--- src/pkg/ilr_pkg.sv ---
// What this block does
// - route code 0..3 selects interrupt line a, b, c, d
// - host bus error route held in map bits 27:26, read/write
// - backplane error route held in map bits 25:24, read/write
// - backplane irq edge route held in map bits 23:22, read/write
// - acknowledge cycle route held in map bits 21:20, read/write
// - system fail route held in map bits 19:18, read/write
// - power fail route held in map bits 17:16, read/write
// - levels 7 down to 1 use pairs 15:14 down to 3:2
// - map register at offset 0x450, zero after reset
package ilr_pkg;

  localparam int unsigned ADDR_W        = 12;
  localparam int unsigned NUM_SRC       = 13;
  localparam int unsigned NUM_LINES     = 4;

  localparam logic [11:0] ROUTE_MAP_OFS = 12'h450;
  localparam logic [11:0] ENABLE_OFS    = 12'h460;
  localparam logic [11:0] PENDING_OFS   = 12'h464;
  localparam logic [11:0] IRQ_STAT_OFS  = 12'h468;
  localparam logic [11:0] IRQ_MASK_OFS  = 12'h46c;
  localparam logic [11:0] LINE_STAT_OFS = 12'h470;

  localparam logic [31:0] ROUTE_MAP_RST = 32'h0000_0000;
  localparam logic [31:0] ROUTE_MAP_WMASK = 32'h0fff_fffc;
  localparam logic [12:0] ENABLE_RST    = 13'h0000;
  localparam logic [3:0]  IRQ_MASK_RST  = 4'h0;

  // source index i sits in map bits 2*i+3 : 2*i+2
  localparam int unsigned ROUTE_LSB     = 2;
  localparam int unsigned SRC_LEVEL1    = 0;
  localparam int unsigned SRC_LEVEL7    = 6;
  localparam int unsigned SRC_POWER_FAIL = 7;
  localparam int unsigned SRC_SYS_FAIL  = 8;
  localparam int unsigned SRC_ACK_CYCLE = 9;
  localparam int unsigned SRC_IRQ_EDGE  = 10;
  localparam int unsigned SRC_BP_ERROR  = 11;
  localparam int unsigned SRC_HOST_ERROR = 12;

  typedef enum logic [1:0] {
    LINE_A,
    LINE_B,
    LINE_C,
    LINE_D
  } ilr_line_t;

endpackage

--- src/verilog/ilr_router.sv ---
// Our own choice: the strobed register port.
`timescale 1ns/1ps
`default_nettype none
module ilr_router (
  input  wire logic        ref_clk,
  input  wire logic        rst,
  input  wire logic [11:0] addr,
  input  wire logic [31:0] wdata,
  input  wire logic        wr,
  input  wire logic        rd,
  output logic      [31:0] rdata,
  input  wire logic [12:0] src_in,
  output logic      [3:0]  int_line,
  output logic             irq
);

  ////////////////////////////////////////////////////////////////////////////
  // state

  logic [31:0] route_map_ff;
  logic [12:0] enable_ff;
  logic [12:0] src_s1_ff;
  logic [12:0] src_s2_ff;
  logic [12:0] src_prev_ff;
  logic [12:0] pending_ff;
  logic [3:0]  int_line_ff;
  logic [3:0]  irq_stat_ff;
  logic [3:0]  irq_mask_ff;
  logic        irq_ff;
  logic [31:0] rdata_ff;
  logic [3:0]  nxt_lines;
  logic [3:0]  line_rise;

  function automatic logic [1:0] route_of(input logic [31:0] map,
                                          input int unsigned src);
    route_of = map[ilr_pkg::ROUTE_LSB + 2 * src +: 2];
  endfunction

  function automatic logic reg_hit(input logic        strobe,
                                   input logic [11:0] a,
                                   input logic [11:0] ofs);
    reg_hit = strobe && (a == ofs);
  endfunction

  assign int_line = int_line_ff;
  assign irq      = irq_ff;
  assign rdata    = rdata_ff;

  ////////////////////////////////////////////////////////////////////////////
  // register writes

  always_ff @(posedge ref_clk) begin
    if (rst) begin
      route_map_ff <= ilr_pkg::ROUTE_MAP_RST;
    end else if (reg_hit(wr, addr, ilr_pkg::ROUTE_MAP_OFS)) begin
      route_map_ff <= wdata & ilr_pkg::ROUTE_MAP_WMASK;
    end
  end

  always_ff @(posedge ref_clk) begin
    if (rst) begin
      enable_ff <= ilr_pkg::ENABLE_RST;
    end else if (reg_hit(wr, addr, ilr_pkg::ENABLE_OFS)) begin
      enable_ff <= wdata[12:0];
    end
  end

  always_ff @(posedge ref_clk) begin
    if (rst) begin
      irq_mask_ff <= ilr_pkg::IRQ_MASK_RST;
    end else if (reg_hit(wr, addr, ilr_pkg::IRQ_MASK_OFS)) begin
      irq_mask_ff <= wdata[3:0];
    end
  end

  ////////////////////////////////////////////////////////////////////////////
  // source capture: pins pass two flops first

  always_ff @(posedge ref_clk) begin
    if (rst) begin
      src_s1_ff   <= 13'h0000;
      src_s2_ff   <= 13'h0000;
      src_prev_ff <= 13'h0000;
    end else begin
      src_s1_ff   <= src_in;
      src_s2_ff   <= src_s1_ff;
      src_prev_ff <= src_s2_ff;
    end
  end

  // pending latches on an enabled rising source; writing one clears it,
  // but a new rise in the same cycle wins
  always_ff @(posedge ref_clk) begin
    if (rst) begin
      pending_ff <= 13'h0000;
    end else begin
      pending_ff <= (pending_ff
                     & ~(reg_hit(wr, addr, ilr_pkg::PENDING_OFS) ?
                         wdata[12:0] : 13'h0000))
                    | (src_s2_ff & ~src_prev_ff & enable_ff);
    end
  end

  ////////////////////////////////////////////////////////////////////////////
  // routing

  always_comb begin
    nxt_lines = 4'h0;
    for (int unsigned s = 0; s < ilr_pkg::NUM_SRC; s++) begin
      if (enable_ff[s] && pending_ff[s] && src_s2_ff[s]) begin
        case (ilr_pkg::ilr_line_t'(route_of(route_map_ff, s)))
          ilr_pkg::LINE_A: nxt_lines[0] = 1'b1;
          ilr_pkg::LINE_B: nxt_lines[1] = 1'b1;
          ilr_pkg::LINE_C: nxt_lines[2] = 1'b1;
          ilr_pkg::LINE_D: nxt_lines[3] = 1'b1;
          default: nxt_lines[0] = 1'b1;
        endcase
      end
    end
  end
  // fields: levels 1..7 at 3:2..15:14 power fail 17:16
  // system fail 19:18 ack cycle 21:20
  // irq edge 23:22 bp error 25:24 host error 27:26

  always_ff @(posedge ref_clk) begin
    if (rst) begin
      int_line_ff <= 4'h0;
    end else begin
      int_line_ff <= nxt_lines;
    end
  end

  ////////////////////////////////////////////////////////////////////////////
  // interrupt status: line rises are sticky, read clears, set wins

  assign line_rise = nxt_lines & ~int_line_ff;

  always_ff @(posedge ref_clk) begin
    if (rst) begin
      irq_stat_ff <= 4'h0;
    end else if (reg_hit(rd, addr, ilr_pkg::IRQ_STAT_OFS)) begin
      irq_stat_ff <= line_rise;
    end else begin
      irq_stat_ff <= irq_stat_ff | line_rise;
    end
  end

  always_ff @(posedge ref_clk) begin
    if (rst) begin
      irq_ff <= 1'b0;
    end else begin
      irq_ff <= |(irq_stat_ff & irq_mask_ff);
    end
  end

  ////////////////////////////////////////////////////////////////////////////
  // read data, valid the cycle after rd only

  always_ff @(posedge ref_clk) begin
    if (rst) begin
      rdata_ff <= 32'h0000_0000;
    end else if (rd) begin
      case (addr)
        ilr_pkg::ROUTE_MAP_OFS: rdata_ff <= route_map_ff;
        ilr_pkg::ENABLE_OFS:    rdata_ff <= {19'h00000, enable_ff};
        ilr_pkg::PENDING_OFS:   rdata_ff <= {19'h00000, pending_ff};
        ilr_pkg::IRQ_STAT_OFS:  rdata_ff <= {28'h0000000, irq_stat_ff};
        ilr_pkg::IRQ_MASK_OFS:  rdata_ff <= {28'h0000000, irq_mask_ff};
        ilr_pkg::LINE_STAT_OFS: rdata_ff <= {28'h0000000, int_line_ff};
        default:                rdata_ff <= 32'h0000_0000;
      endcase
    end else begin
      rdata_ff <= 32'h0000_0000;
    end
  end
endmodule
`default_nettype wire

--- config.mk ---
export PLATFORM = sky130hd
export DESIGN_NAME = ilr_router
export DESIGN_NICKNAME = d
export VERILOG_FILES = /design/src/pkg/ilr_pkg.sv /design/src/verilog/ilr_router.sv
export SDC_FILE = /design/constraint.sdc
export NUM_CORES = 1
export LEC_CHECK = 0
export ABC_AREA = 1
export BUFFER_PORTS_ARGS = -buffer_cell sky130_fd_sc_hd__buf_2
export CAP_MARGIN = 30
export CELL_PAD_IN_SITES_DETAIL_PLACEMENT = 1
export CELL_PAD_IN_SITES_GLOBAL_PLACEMENT = 1
export CORE_ASPECT_RATIO = 1.1
export CORE_MARGIN = 2
export CORE_UTILIZATION = 41
export CTS_BUF_LIST = sky130_fd_sc_hd__clkbuf_2 sky130_fd_sc_hd__clkbuf_4 sky130_fd_sc_hd__clkbuf_8
export DETAILED_ROUTE_END_ITERATION = 8
export PLACE_DENSITY_LB_ADDON = 0.05
export SLEW_MARGIN = 5
export SYNTH_ARGS = -nofsm -noshare
export SYNTH_HDL_FRONTEND = slang
export SYNTH_SLANG_ARGS = --single-unit
--- constraint.sdc ---
create_clock -name ref_clk -period 1.7 [get_ports ref_clk]
set_input_delay 0.17 -clock ref_clk [delete_from_list [all_inputs] [get_ports ref_clk]]
set_output_delay 0.17 -clock ref_clk [all_outputs]
set_load 0.02 [all_outputs]
# Word level (Yosys, flattened, before mapping)
# Cells that the tools add are included.
dict set report word_totals {
  reg_bits 136
  out_inout_bits 37
  in_bits 61
}
dict set report op_classes {
  n_reduce_logical 46
  n_eq_ne 45
  n_mux 68
  bitwise_logic 11
}
# operator count
set ops {}
lappend ops {{$pmux 28 s6} 1}
lappend ops {{$eq 12x11->1 const B} 6}
lappend ops {{$mux 4} 14}
lappend ops {{$eq 2x2->1 const B} 26}
lappend ops {{$mux 1} 52}
lappend ops {{$and 13x13->13} 3}
lappend ops {{$logic_and 1x1->1} 31}
lappend ops {{$eq 2x1->1 const B} 13}
lappend ops {{$logic_not 2->1} 13}
lappend ops {{$not 13->13} 2}
lappend ops {{$mux 13} 1}
lappend ops {{$or 13x13->13} 1}
lappend ops {{$and 4x4->4} 2}
lappend ops {{$not 4->4} 1}
lappend ops {{$or 4x4->4} 1}
lappend ops {{$reduce_or 4->1} 1}
lappend ops {{$reduce_or 2->1} 1}
lappend ops {{$not 1->1} 1}

# Logic depth before layout (Yosys ltp)
# Gate-level depths: netlist of run 1.
dict set report depth {
  ltp_word 30
  mapped_depth 11
  ltp_nobuf 10
}

# Worst setup path after synthesis of run 1
# Ideal clock, no wire load.
dict set report synth_timing {
  kind {input -> register}
  from {input addr[10]}
  to {register route_map_ff[10]}
  cell_stages 10
  setup_time_ns 0.113
  arrival_ns 1.166
  path_buffers 1
  slack_ns 0.421
  path_cell_list {inv_1 nor2_1 nand2_2 nor2_8 inv_2 nor2_4 nand2_4 buf_2 nor2_1 nor2_1}
}
dict set report synth_between {
  elab_chain_len 2
}
# item line
set synth_rtl {}
lappend synth_rtl {{from (decl)} ilr_router.sv:7} ;# input wire logic [11:0] addr,
lappend synth_rtl {{$eq 12x11->1} ilr_router.sv:42} ;# reg_hit = strobe && (a == ofs);
lappend synth_rtl {{$logic_and 1x1->1} ilr_router.sv:42}
lappend synth_rtl {{to (signal assigned)} ilr_router.sv:54} ;# route_map_ff <= ilr_pkg::ROUTE_MAP_RST;
lappend synth_rtl {{to (signal assigned)} ilr_router.sv:56} ;# route_map_ff <= wdata & ilr_pkg::ROUTE_MAP_WMASK;
lappend synth_rtl {{to (decl)} ilr_router.sv:20} ;# logic [31:0] route_map_ff;
# No other way between the ends.
# A chain may end at the register's enable or synchronous reset.

# Worst setup path in the final report of run 1
dict set report layout_timing {
  from {register enable_ff[12]}
  to {register irq_stat_ff[2]}
}
dict set report layout_between {
  elab_chain_len 6
}
# item line
set layout_rtl {}
lappend layout_rtl {{from (decl)} ilr_router.sv:21} ;# logic [12:0] enable_ff;
lappend layout_rtl {{from (signal assigned)} ilr_router.sv:62} ;# enable_ff <= ilr_pkg::ENABLE_RST;
lappend layout_rtl {{from (signal assigned)} ilr_router.sv:64} ;# enable_ff <= wdata[12:0];
lappend layout_rtl {{$logic_and 1x1->1 * (2 in series)} ilr_router.sv:110} ;# if (enable_ff[s] && pending_ff[s] && src_s2_ff[s]) begin
lappend layout_rtl {{$mux 4 *} ilr_router.sv:110}
lappend layout_rtl {{$and 4x4->4 *} ilr_router.sv:136} ;# assign line_rise = nxt_lines & ~int_line_ff;
lappend layout_rtl {{$or 4x4->4} ilr_router.sv:144} ;# irq_stat_ff <= irq_stat_ff | line_rise;
lappend layout_rtl {{$mux 4 *} ilr_router.sv:141} ;# end else if (reg_hit(rd, addr, ilr_pkg::IRQ_STAT_OFS)) begin
lappend layout_rtl {{to (signal assigned)} ilr_router.sv:142} ;# irq_stat_ff <= line_rise;
lappend layout_rtl {{to (signal assigned)} ilr_router.sv:144}
lappend layout_rtl {{to (decl)} ilr_router.sv:27} ;# logic [3:0] irq_stat_ff;
# Every way passes the cells marked *; elsewhere a longest branch is shown, timed or not.

==> impl_metrics.py, run 1 <==
metrics = {
    "status": {
        "status": "completed",
    },
    "global_routing": {
        "grt_pass1_vias": 5997,
        "grt_overflow_total": 0,
        "grt_max_degree": 71,
        "gr-usage-all-layers_pct": 26.3,
        "antenna_found_initial": 0,
        "grt_pass1_wl_um": 29400,
    },
    "routing": {
        "drt-initial-drc-count": 251,
        "wl_met2_um": 9260,
        "top_layer": "met4",
        "drt_first_pass_iters": 4,
        "avgRoutedWirePerCell_um": 16.0,
        "routed_via_density": 5.00,
        "ant_nets": 0,
        "post-route-drc-count": 0,
        "wl_um": 17900,
        "met1Wirelength_um": 7350,
        "dr_wl_met3_um": 697,
        "num_vias": 5588,
    },
    "synth": {
        "syn_area_per_cell_um2": 6.87,
        "synth_area_leader_cell": "dfxtp_1",
        "ys_seq_elements": 132,
        "ys_seq_area_share_pct": 47.5,
        "yosys_warnings": 0,
        "synth_edf_count": 0,
        "yosysMostFrequentCell": "nand2_1",
        "async_reset_ff_share_pct": 0,
        "synthFlopType": "dfxtp_1",
        "netlist_instances": 809,
        "synth.distinct_cells": 27,
        "ys_top_cells_by_area": "dfxtp_1, nand2_1, nor2_1",
        "synth_top_area_share_pct": 47.5,
        "synthTopCellsByCount": "nand2_1, nor2_1, dfxtp_1, inv_1, nand3_1",
        "synth_area_um2": 5560,
    },
    "hold_path": {
        "worst_hold_path_type": "input pin to flip-flop",
        "hold_start": "wdata[0]",
        "whs_path_depth": 4,
    },
    "sta": {
        "max_slew_margin_pct": 51.5,
        "post-route-period-util_pct": 87.9,
        "tightest_slew_ps": 728,
        "min_period_ps": 1490,
        "max_freq_mhz": 669,
        "hold_violations": 0,
        "drv_slew": 0,
        "fin_skew_ps": 5.95,
        "grt_setup_unrepaired": "false",
        "fin_tns_setup_ps": 0,
        "setup_viol": 0,
    },
    "floorplan": {
        "start_util_pct": 42.1,
        "fp.dieArea_um2": 14500,
        "die_width_um": 115,
        "die_h_um": 126,
        "coreArea_um2": 13200,
        "fp-row-count": 44,
        "pin_count": 98,
    },
    "final_layout": {
        "design_area_um2": 7040,
        "fillers": 1771,
        "layout-drive-gt1-share_pct": 16.0,
        "final_cells": 1117,
        "finalNetCount": 1004,
        "area_growth_pct": 26.6,
        "n_antenna_cell": 0,
    },
    "worst_setup_path": {
        "critPathCaptureType": "flip-flop",
        "crit_start": "enable_ff[12]",
        "reg2regPathDepth": 8,
        "worstPathMaxFanout": 4,
        "critPathTopFamily": "simple AND/OR/NAND/NOR gates",
        "worst_path_max_delay_cell": "dfxtp_1",
        "worstPathArrival_ps": 1890,
        "r2r_start": "enable_ff[12]",
        "startpoint_type": "flip-flop",
        "critical_path_buf_inv_count": 0,
        "critical_path.cell_chain": "nand2_1 > nor2_1 > nand3_1 > nand2_1 > nor2_1 > nand3_1 > nand3_1 > nand2_1",
        "critPathMaxStageDelay_ps": 370,
        "cp.required_ps": 2090,
        "cp.depth": 8,
        "path_class": "flip-flop to flip-flop",
    },
    "clock_tree": {
        "cts.clk_slew.worst_paths_ps": 80,
        "clock_latency_ps": 450,
        "cts_inserted_buffers": 17,
        "clockBufferDepth": 2,
        "cts_setup_buffers": 0,
        "cts_root_buffer": "clkbuf_8",
        "cts_num_sinks": 132,
        "cts_tree": "done",
        "cts_max_level": 4,
    },
    "placed_design": {
        "placedCellCount": 1049,
        "gp_congestion": 0.829,
        "hpwl_um": 12800,
        "io_buffers": 89,
        "place_area_um2": 6240,
    },
    "power": {
        "p_leak_nw": 3.35,
        "p_sw_mw": 1.46,
        "ir_drop_v": 0.000492,
        "swShare_pct": 22.9,
        "power_density_nw_per_um2": 909,
        "power.internal_mw": 4.93,
        "seq_power_share_pct": 49.1,
        "pwr-share-comb_pct": 5.0,
        "p_clk_share_pct": 45.9,
    },
    "flow_run": {
        "maxCapViolCount": 0,
    },
}
[flip-flops by register name, summed over array words and instances (netlist names)]
name          flops
src_prev_ff      13
enable_ff        13
src_s2_ff        13
irq_mask_ff       4
irq_stat_ff       4
route_map_ff     26
rdata            28
pending_ff       13
int_line          4
irq               1
src_s1_ff        13
[through the flow]
| step | hold slack [ps] | setup WS [ps] | util [%] | total power, mW |
|---|---|---|---|---|
| after floorplan | 277 | 421 | - | 3.34 |
| after global placement | 369 | 155 | 47.2 | 3.46 |
| after detailed placement | 379 | 99.8 | 47.2 | 3.47 |
| after CTS | 6.47 | 181 | 53.3 | 6.45 |
| after global routing | 22.7 | 30.6 | 53.3 | 6.63 |
| final | 35.4 | 206 | 53.3 | 6.40 |
[layout make-up]
cell class                 count  area (um2)  area share, %
timing repair buffer         144         998           14.2
inverter                     105         394           5.60
sequential                   132        2640           37.5
multi-input combinational    543        2360           33.6
clock buffer                  19         262           3.71
clock inverter                13         180           2.56
tap                          161         201           2.86
[cells by family (layout without fill, tap and decap cells)]
logic type	after synthesis	after routing	synth area share, %
flops	132	132	47.5
compound gates	50	50	4.95
simple gates	489	489	37.3
other cells	1	4	0.0674
buf+inv	137	281	10.2
[per-layer routing]
metal / vias up / global-route usage, %
li1: 2761 / -
met5: - / 0
met2: 119 / 47.2
met1: 2674 / 30.0
met4: 0 / 11.0
met3: 34 / 5.44
[worst reg2reg max path, stage by stage, from the launching register on]
cell and delay, ps:
dfxtp_1 370, nand2_1 90, nor2_1 370, nand3_1 190
nand2_1 110, nor2_1 60, nand3_1 100, nand3_1 90
nand2_1 60
[worst paths after layout]
path / to / slack, ps
worst max register to register: irq_stat_ff[2] / 210
worst min-delay path: pending_ff[0] / 40
worst min register to register: src_s2_ff[1] / 400
worst max-delay path: irq_stat_ff[2] / 210
[power groups by stage]
stage | clock network [mW] | registers, mW | logic (mW)
after floorplan | 0 | 3.21 | 0.130
after global placement | 0 | 3.21 | 0.247
after detailed placement | 0 | 3.21 | 0.254
after CTS | 2.99 | 3.14 | 0.319
after global routing | 3.13 | 3.14 | 0.354
final | 2.94 | 3.14 | 0.322
[placed cells by master, fill, tap and decap left out, types with 2 or more instances in the layout]
cell type	netlist	layout
clkinv_2	0	4
buf_2	12	89
buf_4	4	15
nand4_1	3	3
buf_12	0	4
nor2_1	164	164
nor2_4	2	2
nand3b_1	2	2
inv_1	104	104
nor3_1	18	18
nand3_1	100	100
o21ai_0	6	6
dfxtp_1	132	132
dlygate4sd3_1	0	36
bufinv_16	0	4
nand2_2	2	2
a21oi_1	33	33
nor2_2	3	3
clkinvlp_4	0	3
conb_1	1	4
clkbuf_8	0	19
nand2_1	190	190
o211ai_1	7	7
a31oi_1	3	3
[repair_timing]
| action | in CTS | in global routing |
|---|---|---|
| hold buffers | 36 | 0 |
| resized for setup | 0 | 0 |
| hold endpoints to repair | 40 | 0 |
(Power assumes the default switching activity.)
==> inputs of run 2 (changes only) <==
Settings changed: CELL_PAD_IN_SITES_GLOBAL_PLACEMENT 1 to 2, CORE_UTILIZATION 41 to 32, GPL_TIMING_DRIVEN set to 0.
==> impl_metrics.py, run 2 (synthesis gave the netlist of run 1 again) <==
metrics = {
    "routing": {
        "routed_via_density": 4.57,
        "num_vias": 5484,
        "avgRoutedWirePerCell_um": 15.7,
        "drt_first_pass_iters": 4,
        "post-route-drc-count": 0,
        "ant_nets": 0,
        "wl_um": 18900,
        "drt-initial-drc-count": 206,
    },
    "sta": {
        "max_freq_mhz": 701,
        "setup_viol": 0,
        "hold_violations": 0,
        "min_period_ps": 1430,
        "fin_skew_ps": 9.71,
        "grt_setup_unrepaired": "false",
        "post-route-period-util_pct": 83.9,
        "drv_slew": 0,
        "tightest_slew_ps": 645,
        "max_slew_margin_pct": 57.0,
    },
    "power": {
        "power_density_nw_per_um2": 873,
        "p_clk_share_pct": 43.7,
        "seq_power_share_pct": 51.0,
        "swShare_pct": 24.3,
        "ir_drop_v": 0.000435,
        "p_leak_nw": 3.31,
        "power.internal_mw": 4.66,
        "p_sw_mw": 1.50,
        "pwr-share-comb_pct": 5.4,
    },
    "worst_setup_path": {
        "startpoint_type": "input pin",
        "cp.required_ps": 2000,
        "worstPathArrival_ps": 1720,
        "path_class": "input pin to flip-flop",
        "critPathMaxStageDelay_ps": 550,
        "critPathCaptureType": "flip-flop",
        "critPathMostFrequentCell": "clkbuf_1",
        "critical_path.cell_chain": "clkbuf_1 > inv_1 > nand2_1 > clkbuf_1 > a21oi_1",
        "worstPathMaxFanout": 10,
        "worst_path_max_delay_cell": "clkbuf_1",
    },
    "final_layout": {
        "fillers": 2236,
        "mostFrequentLayoutCell": "nand2_1",
        "n_antenna_cell": 0,
        "largest_register_ffs": 28,
        "area_growth_pct": 26.8,
        "postLayoutCoreUtil_pct": 41.4,
        "final_cells": 1200,
        "mostFrequentLayoutCells": "nand2_1, nor2_1, dfxtp_1",
        "finalNetCount": 1014,
        "layout-drive-gt1-share_pct": 15.8,
    },
    "clock_tree": {
        "clock_latency_ps": 450,
        "cts_num_sinks": 132,
        "cts_tree": "done",
        "clockBufferDepth": 2,
        "cts_setup_buffers": 0,
        "cts_root_buffer": "clkbuf_8",
        "cts_max_level": 4,
        "cts.clk_slew.worst_paths_ps": 80,
        "cts_inserted_buffers": 17,
    },
    "floorplan": {
        "fp-row-count": 50,
        "die_width_um": 130,
        "fp.dieArea_um2": 18400,
        "coreArea_um2": 17000,
        "start_util_pct": 32.7,
        "pin_count": 98,
        "die_h_um": 142,
    },
    "placed_design": {
        "hpwl_um": 14600,
        "gp_congestion": 0.822,
        "io_buffers": 87,
        "placedCellCount": 1133,
    },
    "global_routing": {
        "grt_pass1_wl_um": 29600,
        "antenna_found_initial": 0,
        "grt_max_degree": 17,
        "grt_overflow_total": 0,
        "gr-usage-all-layers_pct": 21.4,
        "grt_pass1_vias": 5640,
    },
    "flow_run": {
        "maxCapViolCount": 0,
    },
    "hold_path": {
        "worst_hold_path_type": "input pin to flip-flop",
    },
    "status": {
        "status": "completed",
    },
}
-- run 2: per-stage QoR --
stage          setup TNS, ps  total power [mW]  hold slack (ps)  area, um2  worst slack, ps
6_report                   0              6.16             38.7       7050              274
3_5_place_dp           -2970              3.48              384       6300             -252
4_1_cts                    0              6.24             15.9       7050             78.3
2_1_floorplan              0              3.34              277       5570              421
3_3_place_gp           -1810              3.47              369       6300             -178
5_1_grt                    0              6.39             28.5       7050             95.9
-- run 2: metal layers --
metal	global-route usage (%)	routed length, um	vias to the layer above
li1	-	-	2786
met1	26.2	8430	2584
met2	37.7	9570	96
met3	4.17	647	18
met4	6.45	233	0
met5	0	0	-
-- run 2: repair_timing --
| item | 4_1_cts | 5_1_grt |
|---|---|---|
| setup endpoints to repair | 0 | 3 |
| resized for setup | 0 | 2 |
| endpoints found under the hold margin | 35 | 0 |
| hold buffers | 35 | 0 |
-- run 2: cell type report --
class | instances | area, um2 | area share, %
flip-flops and latches | 132 | 2640 | 37.5
well taps | 234 | 293 | 4.15
multi-input cells | 543 | 2370 | 33.6
inverters | 105 | 394 | 5.59
clock inverters | 12 | 129 | 1.83
plain buffers | 32 | 173 | 2.45
repair buffers | 122 | 786 | 11.1
clock buffers | 20 | 269 | 3.81
-- run 2: power groups by stage --
stage,Combinational [mW],Clock (mW),Sequential (mW)
finish,0.330,2.69,3.14
global route,0.367,2.88,3.14
CTS,0.334,2.77,3.14
detailed placement,0.271,0,3.21
global placement,0.263,0,3.21
floorplan,0.130,0,3.21
-- run 2: path summary, 6_finish.rpt --
kind	startpoint	end	slack, ps	depth (start not counted)
max reg2reg	enable_ff[7]	irq_stat_ff[3]	320	8
max	rst	rdata[2]	270	5
min reg2reg	src_s1_ff[11]	src_s2_ff[11]	400	2
min	wdata[4]	enable_ff[4]	40	3
-- run 2: critical path, delay by kind of cell --
kind	cells	cell delay (ps)
buffers and inverters	3	1070
AOI/OAI and AO/OA	1	130
and+or+nand+nor	1	350
